<file path="src/design/presence_poll_defines.vh">
`ifndef PRESENCE_POLL_DEFINES_VH
`define PRESENCE_POLL_DEFINES_VH

// Register byte offsets on the Wishbone slave.
`define OFF_CTRL          8'h00
`define OFF_INTERVAL      8'h04
`define OFF_STATUS        8'h08
`define OFF_IRQ_STATUS    8'h0C
`define OFF_IRQ_MASK      8'h10

// Control register fields.
`define CTRL_CMD_GO       0
`define CTRL_RESET_CMD    1
`define CTRL_BATT_SEL     4

// Status word fields.
`define STAT_PRESENT      0
`define STAT_CMD_PEND     1
`define STAT_BATT_LOW     12
`define STAT_IVAL_LSB     16

// Interrupt status and mask fields.
`define IRQ_ARRIVE        0
`define IRQ_LEAVE         1
`define IRQ_CMD_DONE      2
`define IRQ_BATT_LOW      3
`define IRQ_WIDTH         4

// Reset values.
`define RST_INTERVAL      8'h00
`define RST_IRQ_MASK      4'h0
`define RST_BATT_SEL      1'b0

// Read/write head operation codes.
`define OP_SCAN           2'h0
`define OP_QUERY          2'h1
`define OP_CMD            2'h2

// Poll interval timebase: one tick per 10 ms at a 50 MHz clock.
`define CLK_FREQ_MHZ      50
`define TICK_PERIOD_US    10000
`define TICK_CYCLES       (`TICK_PERIOD_US * `CLK_FREQ_MHZ)

// Tick multipliers selected by the top two bits of the interval code.
`define MULT_10MS         16'h0001
`define MULT_100MS        16'h000A
`define MULT_1S           16'h0064
`define MULT_10S          16'h03E8

`endif

</file>
<file path="src/design/poll_tick_divider.v">
`timescale 1ns/10ps
module poll_tick_divider #(
  parameter CYCLES = 500000
) (
  input  wire clk_i,
  input  wire rst_i,
  output reg  tick_o
);

  reg [31:0] count_q;

  always @(posedge clk_i) begin
    if (rst_i) begin
      count_q <= 32'h00000000;
      tick_o  <= 1'b0;
    end else if (count_q == CYCLES - 1) begin
      count_q <= 32'h00000000;
      tick_o  <= 1'b1;
    end else begin
      count_q <= count_q + 32'h00000001;
      tick_o  <= 1'b0;
    end
  end

endmodule

</file>
<file path="src/design/poll_interval_timer.v">
`timescale 1ns/10ps
module poll_interval_timer (
  input  wire        clk_i,
  input  wire        rst_i,
  input  wire        load_i,
  input  wire [15:0] ticks_i,
  input  wire        tick_i,
  output wire        expired_o
);

  reg [15:0] remain_q;
  reg        armed_q;

  // Expired stays high until the next load; a zero load expires at once.
  assign expired_o = armed_q && (remain_q == 16'h0000);

  always @(posedge clk_i) begin
    if (rst_i) begin
      remain_q <= 16'h0000;
      armed_q  <= 1'b0;
    end else if (load_i) begin
      remain_q <= ticks_i;
      armed_q  <= 1'b1;
    end else if (tick_i && remain_q != 16'h0000) begin
      remain_q <= remain_q - 16'h0001;
    end
  end

endmodule

</file>
<file path="src/design/presence_poll_scheduler.v">
// Our own choices: the placing of the registers and the Wishbone register port.
`timescale 1ns/10ps
`include "presence_poll_defines.vh"
module presence_poll_scheduler #(
  parameter TICK_CYCLES = `TICK_CYCLES
) (
  input  wire        clk_i,
  input  wire        rst_i,
  input  wire        cyc_i,
  input  wire        stb_i,
  input  wire        we_i,
  input  wire [7:0]  adr_i,
  input  wire [3:0]  sel_i,
  input  wire [31:0] dat_i,
  output reg  [31:0] dat_o,
  output reg         ack_o,
  output wire        irq_o,
  output reg         head_start_o,
  output reg  [1:0]  head_op_o,
  input  wire        head_done_i,
  input  wire        head_found_i,
  input  wire        head_batt_low_i,
  output wire        present_o,
  output wire        batt_low_o
);

  localparam [4:0] S_BOOT  = 5'b00001;
  localparam [4:0] S_SCAN  = 5'b00010;
  localparam [4:0] S_IDLE  = 5'b00100;
  localparam [4:0] S_QUERY = 5'b01000;
  localparam [4:0] S_CMD   = 5'b10000;

  // Interval code: bits 7:6 pick the unit (10 ms, 100 ms, 1 s, 10 s) and
  // bits 5:0 give the count of units.
  function [15:0] decode_interval;
    input [7:0] code;
    reg   [15:0] mult;
    begin
      case (code[7:6])
        2'b00: mult = `MULT_10MS;
        2'b01: mult = `MULT_100MS;
        2'b10: mult = `MULT_1S;
        2'b11: mult = `MULT_10S;
        default: mult = `MULT_10MS;
      endcase
      decode_interval = {10'h000, code[5:0]} * mult;
    end
  endfunction

  reg [4:0]  state_q;
  reg [4:0]  state_d;
  reg        start_d;
  reg [1:0]  op_d;
  reg        present_q;
  reg        present_d;
  reg        op_busy_q;
  reg        pend_q;
  reg        pend_clr;
  reg        timer_load;
  reg        ev_arrive;
  reg        ev_leave;
  reg        ev_cmd_done;
  reg        batt_low_q;
  reg        batt_sel_q;
  reg [7:0]  interval_param_q;
  reg [7:0]  interval_active_q;
  reg [`IRQ_WIDTH-1:0] irq_stat_q;
  reg [`IRQ_WIDTH-1:0] irq_mask_q;
  reg [31:0] rd_data;

  wire       tick;
  wire       expired;
  wire       bus_req;
  wire       wr_en;
  wire       cmd_go_wr;
  wire       reset_cmd_wr;
  wire       batt_low_rise;
  wire       batt_low_next;
  wire [`IRQ_WIDTH-1:0] irq_events;
  wire [`IRQ_WIDTH-1:0] irq_clear;

  poll_tick_divider #(
    .CYCLES (TICK_CYCLES)
  ) u_tick (
    .clk_i  (clk_i),
    .rst_i  (rst_i),
    .tick_o (tick)
  );

  poll_interval_timer u_timer (
    .clk_i     (clk_i),
    .rst_i     (rst_i),
    .load_i    (timer_load),
    .ticks_i   (decode_interval(interval_active_q)),
    .tick_i    (tick),
    .expired_o (expired)
  );

  // Wishbone classic: ack follows one cycle after the request and drops
  // the cycle after; the write lands on the edge that samples ack.
  assign bus_req      = cyc_i && stb_i;
  assign wr_en        = bus_req && we_i && ack_o;
  assign cmd_go_wr    = wr_en && adr_i == `OFF_CTRL && sel_i[0] &&
                        dat_i[`CTRL_CMD_GO];
  assign reset_cmd_wr = wr_en && adr_i == `OFF_CTRL && sel_i[0] &&
                        dat_i[`CTRL_RESET_CMD];
  assign irq_clear    = (wr_en && adr_i == `OFF_IRQ_STATUS && sel_i[0]) ?
                        dat_i[`IRQ_WIDTH-1:0] : {`IRQ_WIDTH{1'b0}};

  assign present_o  = present_q;
  assign batt_low_o = batt_low_q;
  assign irq_o      = |(irq_stat_q & irq_mask_q);

  always @* begin
    rd_data = 32'h00000000;
    case (adr_i)
      `OFF_CTRL:
        rd_data[`CTRL_BATT_SEL] = batt_sel_q;
      `OFF_INTERVAL:
        rd_data[7:0] = interval_param_q;
      `OFF_STATUS: begin
        rd_data[`STAT_PRESENT]  = present_q;
        rd_data[`STAT_CMD_PEND] = pend_q;
        rd_data[`STAT_BATT_LOW] = batt_low_q;
        rd_data[`STAT_IVAL_LSB+7:`STAT_IVAL_LSB] = interval_active_q;
      end
      `OFF_IRQ_STATUS:
        rd_data[`IRQ_WIDTH-1:0] = irq_stat_q;
      `OFF_IRQ_MASK:
        rd_data[`IRQ_WIDTH-1:0] = irq_mask_q;
      default:
        rd_data = 32'h00000000;
    endcase
  end

  always @(posedge clk_i) begin
    if (rst_i) begin
      ack_o <= 1'b0;
      dat_o <= 32'h00000000;
    end else begin
      ack_o <= bus_req && !ack_o;
      if (bus_req && !ack_o) begin
        dat_o <= we_i ? 32'h00000000 : rd_data;
      end
    end
  end

  always @(posedge clk_i) begin
    if (rst_i) begin
      batt_sel_q       <= `RST_BATT_SEL;
      interval_param_q <= `RST_INTERVAL;
      irq_mask_q       <= `RST_IRQ_MASK;
    end else if (wr_en) begin
      if (adr_i == `OFF_CTRL && sel_i[0]) begin
        batt_sel_q <= dat_i[`CTRL_BATT_SEL];
      end
      if (adr_i == `OFF_INTERVAL && sel_i[0]) begin
        interval_param_q <= dat_i[7:0];
      end
      if (adr_i == `OFF_IRQ_MASK && sel_i[0]) begin
        irq_mask_q <= dat_i[`IRQ_WIDTH-1:0];
      end
    end
  end

  // The staged code goes live only on the reset command, so an interval
  // change never lands in the middle of a running wait.
  always @(posedge clk_i) begin
    if (rst_i) begin
      interval_active_q <= `RST_INTERVAL;
    end else if (reset_cmd_wr) begin
      interval_active_q <= interval_param_q;
    end
  end

  always @* begin
    state_d     = state_q;
    start_d     = 1'b0;
    op_d        = head_op_o;
    present_d   = present_q;
    pend_clr    = 1'b0;
    timer_load  = 1'b0;
    ev_arrive   = 1'b0;
    ev_leave    = 1'b0;
    ev_cmd_done = 1'b0;
    case (state_q)
      S_BOOT: begin
        // Wait out an operation still running on the head, so its late
        // answer is never taken as the answer to the new scan.
        if (!op_busy_q || head_done_i) begin
          state_d = S_SCAN;
          start_d = 1'b1;
          op_d    = `OP_SCAN;
        end
      end
      S_SCAN: begin
        if (head_done_i) begin
          if (head_found_i) begin
            present_d = 1'b1;
            ev_arrive = 1'b1;
            if (pend_q) begin
              state_d = S_CMD;
              start_d = 1'b1;
              op_d    = `OP_CMD;
            end else begin
              state_d    = S_IDLE;
              timer_load = 1'b1;
            end
          end else begin
            start_d = 1'b1;
            op_d    = `OP_SCAN;
          end
        end
      end
      S_IDLE: begin
        if (pend_q) begin
          state_d = S_CMD;
          start_d = 1'b1;
          op_d    = `OP_CMD;
        end else if (expired) begin
          state_d = S_QUERY;
          start_d = 1'b1;
          op_d    = `OP_QUERY;
        end
      end
      S_QUERY: begin
        if (head_done_i) begin
          if (head_found_i) begin
            // Any tag answering keeps presence, so a swap stays silent.
            state_d    = S_IDLE;
            timer_load = 1'b1;
          end else begin
            state_d   = S_SCAN;
            start_d   = 1'b1;
            op_d      = `OP_SCAN;
            present_d = 1'b0;
            ev_leave  = 1'b1;
          end
        end
      end
      S_CMD: begin
        if (head_done_i) begin
          ev_cmd_done = 1'b1;
          pend_clr    = 1'b1;
          if (head_found_i) begin
            state_d    = S_IDLE;
            timer_load = 1'b1;
          end else begin
            state_d   = S_SCAN;
            start_d   = 1'b1;
            op_d      = `OP_SCAN;
            present_d = 1'b0;
            ev_leave  = 1'b1;
          end
        end
      end
      default: begin
        state_d = S_BOOT;
      end
    endcase
  end

  always @(posedge clk_i) begin
    if (rst_i) begin
      state_q      <= S_BOOT;
      head_start_o <= 1'b0;
      head_op_o    <= `OP_SCAN;
      present_q    <= 1'b0;
    end else if (reset_cmd_wr) begin
      state_q      <= S_BOOT;
      head_start_o <= 1'b0;
      head_op_o    <= `OP_SCAN;
      present_q    <= 1'b0;
    end else begin
      state_q      <= state_d;
      head_start_o <= start_d;
      head_op_o    <= op_d;
      present_q    <= present_d;
    end
  end

  // Tracks an operation in flight on the head; the reset command keeps it.
  always @(posedge clk_i) begin
    if (rst_i) begin
      op_busy_q <= 1'b0;
    end else if (head_start_o) begin
      op_busy_q <= 1'b1;
    end else if (head_done_i) begin
      op_busy_q <= 1'b0;
    end
  end

  // A command written in the cycle it completes stays pending.
  always @(posedge clk_i) begin
    if (rst_i) begin
      pend_q <= 1'b0;
    end else begin
      pend_q <= (pend_q && !pend_clr && !reset_cmd_wr) || cmd_go_wr;
    end
  end

  assign batt_low_next = batt_sel_q &&
                         (head_done_i && head_found_i ?
                          head_batt_low_i : batt_low_q);
  assign batt_low_rise = batt_low_next && !batt_low_q;

  always @(posedge clk_i) begin
    if (rst_i) begin
      batt_low_q <= 1'b0;
    end else begin
      batt_low_q <= batt_low_next;
    end
  end

  assign irq_events = {batt_low_rise, ev_cmd_done, ev_leave, ev_arrive};

  // Sticky bits, cleared by writing one; a new event beats the clear.
  always @(posedge clk_i) begin
    if (rst_i) begin
      irq_stat_q <= {`IRQ_WIDTH{1'b0}};
    end else begin
      irq_stat_q <= (irq_stat_q & ~irq_clear) | irq_events;
    end
  end

endmodule

</file>
<file path="config.mk">
export PLATFORM = sky130hd
export DESIGN_NAME = presence_poll_scheduler
export DESIGN_NICKNAME = d
export VERILOG_FILES = /design/src/design/poll_tick_divider.v /design/src/design/poll_interval_timer.v /design/src/design/presence_poll_scheduler.v
export VERILOG_INCLUDE_DIRS = /design/src /design/src/design
export SDC_FILE = /design/constraint.sdc
export NUM_CORES = 1
export LEC_CHECK = 0
export BUFFER_PORTS_ARGS = -buffer_cell sky130_fd_sc_hd__buf_2
export CORE_MARGIN = 2
export CORE_UTILIZATION = 63
export DETAILED_ROUTE_END_ITERATION = 6
export PLACE_DENSITY = 0.89
export SYNTH_ARGS = -nofsm -noshare
export SYNTH_HDL_FRONTEND = slang
export SYNTH_SLANG_ARGS = --single-unit
</file>
<file path="constraint.sdc">
create_clock -name clk_i -period 11.94 [get_ports clk_i]
set_input_delay 2.388 -clock clk_i [delete_from_list [all_inputs] [get_ports clk_i]]
set_output_delay 2.388 -clock clk_i [all_outputs]
set_load 0.01 [all_outputs]
</file>
==> results.toml <==
[power]
ir_worst_vdd_mv = 0.0948
swShare = 0.286
power.internal_mw = 0.488
p_seq_frac = 0.538
clockPowerShare = 0.352
leakagePower_nw = 3.17
p_per_area_nw_per_um2 = 95.4
switchingPower_mw = 0.195
fin_total_pwr_mw = 0.683
pwr-share-comb = 0.110

[floorplanning]
core_sq_um = 10300
rows = 37
die_w_microns = 107
start_util = 0.649
die_area_sq_um = 11500
die_h_microns = 107
ios = 91

[clock_network]
root_buffer = "clkbuf_8"
postCtsSetupRepairBufs = 0
cts.path.max_buffers = 2
hold_buffers = 0
cts.repair.resized = 0
clk_pin_slew_ns = 0.11
htreeDepth = 3
clock_sinks = 105
clock_latency_ns = 0.39
numCtsBuffers = 9
cts_tree = "yes"

[final_layout]
fin_nets = 926
area_growth_syn_to_layout_pct = 6.89
mostFrequentLayoutCells = "106 x nor2_1, 105 x dfxtp_1, 66 x inv_1"
multi_input_area_sq_um = 4170
postLayoutCoreUtil = 0.693
final_common_cell = "nor2_1"
design_area_sq_um = 7160
drive_gt1_frac = 0.0990
antenna_cells = 0
area.sequential_sq_um = 2100
fill_cells = 799

[placed_design]
hpwl_microns = 11500
postPlaceCellArea_sq_um = 6940
gp_congestion = 0.890
io_buffer_count = 48

[synthesis]
ys_async_sr_fraction = 0
yosysWarnings = 0
synth_seq_cells = 105
synth_area_per_cell_sq_um = 8.55
ys_seq_area_frac = 0.314
synth_edf_count = 0
synth_flop_cell = "dfxtp_1"
netlist-cell-type-count = 68
synth_area_sq_um = 6700
synthCells = 783

[route]
drc_errors = 0
drt-pass1-iter-count = 7
drt.antenna.violating_nets = 0
dr_total_vias = 5849
drt-total-wl_microns = 15200
post_drt_wl_per_cell_microns = 16.0
drtIter0Drc = 483
vias_per_cell = 6.13

[hold_path]
hold_class = "register to register"
hold_depth = 2

[global_route]
met3_usage = 0.0462
use_met1 = 0.349
overflow = 0
antenna_found_initial = 0
grt_usage = 0.276
grt_pass1_wl_microns = 25800
grt_max_degree = 62
grt_pass1_vias = 5678
grt-busiest-layer = "met2"
globalRouteMet2Util = 0.474

[timing]
fin_crit_sh = 0.392
fmax_ghz = 0.214
rsz0062_at_grt = "no"
slew_headroom = 0.101
worst_pin_slew_ns = 1.34
hold_violations = 0
period_needed_ns = 4.68
fin_setup_tns_ns = 0
slew_violations = 0
setup_viol = 0
finalClockSkew_ns = 0.0162

[worst_setup_path]
critPathMaxStageDelay_ns = 0.76
slowest_stage = "nor3_1"
critical_path_class = "input port to register"
worstPathArrival_ns = 4.94
required_ns = 12.20
cp-end-kind = "register"
rr_worst_depth = 15
critPathMaxFanout = 10
cp-start-kind = "input port"
path_cells = "buf_2 -> or4_4 -> nor3_1 -> nand4_1 -> mux2i_1 -> nor2_1"

[outcome]
outcome = "finished clean"

[flow_run]
maxCapViolations = 0
cells by family after synthesis:
kind of cell | count (synthesis) | synth area share
mux | 30 | 0.0456
other cells | 1 | 0.000560
xor+xnor | 40 | 0.0523
buf+inv | 111 | 0.0736
flops | 105 | 0.314
simple gates | 316 | 0.243
compound gates | 119 | 0.127
fa+ha+maj | 61 | 0.144
worst max-delay path, delay by kind of cell:
kind | cells | cell delay, ns
buffers and inverters | 1 | 0.10
multiplexers | 1 | 0.35
AND/OR/NAND/NOR | 4 | 2.09
per-stage QoR:
| step | instances | setup WS [ns] | hold slack (ns) |
|---|---|---|---|
| after global routing | 954 | 6.94 | 0.520 |
| final | 954 | 7.26 | 0.479 |
| after detailed placement | 938 | 6.96 | 0.459 |
| after CTS | 954 | 7.32 | 0.486 |
| after global placement | 938 | 7.09 | 0.447 |
| after floorplan | 797 | 7.58 | 0.438 |
metal layers:
metal	wire length, microns	vias to the layer above
li1	-	2776
met4	343	0
met1	6550	2787
met2	7420	248
met5	0	-
met3	933	38
sequential cells by signal, summed over array words and instances (netlist names), 2 cells and up:
name and flops:
dat_o 17, head_op_o 2, interval_active_q 8, interval_param_q 8, irq_mask_q 4, irq_stat_q 4
state_q 5, u_tick.count_q 32, u_timer.remain_q 16
power groups by stage:
stage	combinational [mW]	sequential [mW]	clock (mW)
floorplan	0.0598	0.372	0
finish	0.0750	0.367	0.241
global placement	0.0697	0.374	0
CTS	0.0733	0.367	0.243
global route	0.0821	0.369	0.254
detailed placement	0.0730	0.375	0
path summary, 6_finish.rpt:
check	start	endpoint	slack, ns
setup / recovery	adr_i[1]	interval_active_q[5]	7.26
hold / removal	head_op_o[1]	head_op_o[1]	0.48
setup reg to reg	interval_active_q[7]	u_timer.remain_q[13]	7.26
hold reg to reg	head_op_o[1]	head_op_o[1]	0.48
cells in the mapped netlist (3+ instances only):
cell / number / area share
nor2_1: 106 / 0.059
dfxtp_1: 105 / 0.31
inv_1: 66 / 0.037
nand2_1: 46 / 0.026
ha_1: 34 / 0.064
nand4_1: 29 / 0.027
fa_1: 27 / 0.081
xor2_1: 27 / 0.035
mux2i_1: 26 / 0.039
clkbuf_1: 25 / 0.014
and2_1: 24 / 0.022
a21oi_1: 22 / 0.016
nand3_1: 22 / 0.016
a22oi_1: 19 / 0.021
buf_4: 16 / 0.018
nor3_1: 15 / 0.011
and3_1: 14 / 0.013
nor4_1: 14 / 0.013
xnor2_1: 13 / 0.017
a211oi_1: 12 / 0.013
nor2b_1: 10 / 0.0093
o21ai_0: 9 / 0.0067
a21o_1: 8 / 0.0090
o22ai_1: 7 / 0.0065
and4_1: 6 / 0.0078
o21a_1: 6 / 0.0067
or3_1: 5 / 0.0047
mux2_2: 4 / 0.0067
o211ai_1: 4 / 0.0045
a311oi_1: 3 / 0.0039
nand2b_1: 3 / 0.0028
nor3b_1: 3 / 0.0034
nor4b_1: 3 / 0.0039
layout make-up:
class	instances	area share
clock buffers	9	0.0173
clock inverters	7	0.0133
inverters	67	0.0351
multi-input cells	581	0.582
flip-flops and latches	105	0.294
well taps	136	0.0238
repair buffers	49	0.0346
(Power assumes the default switching activity.)
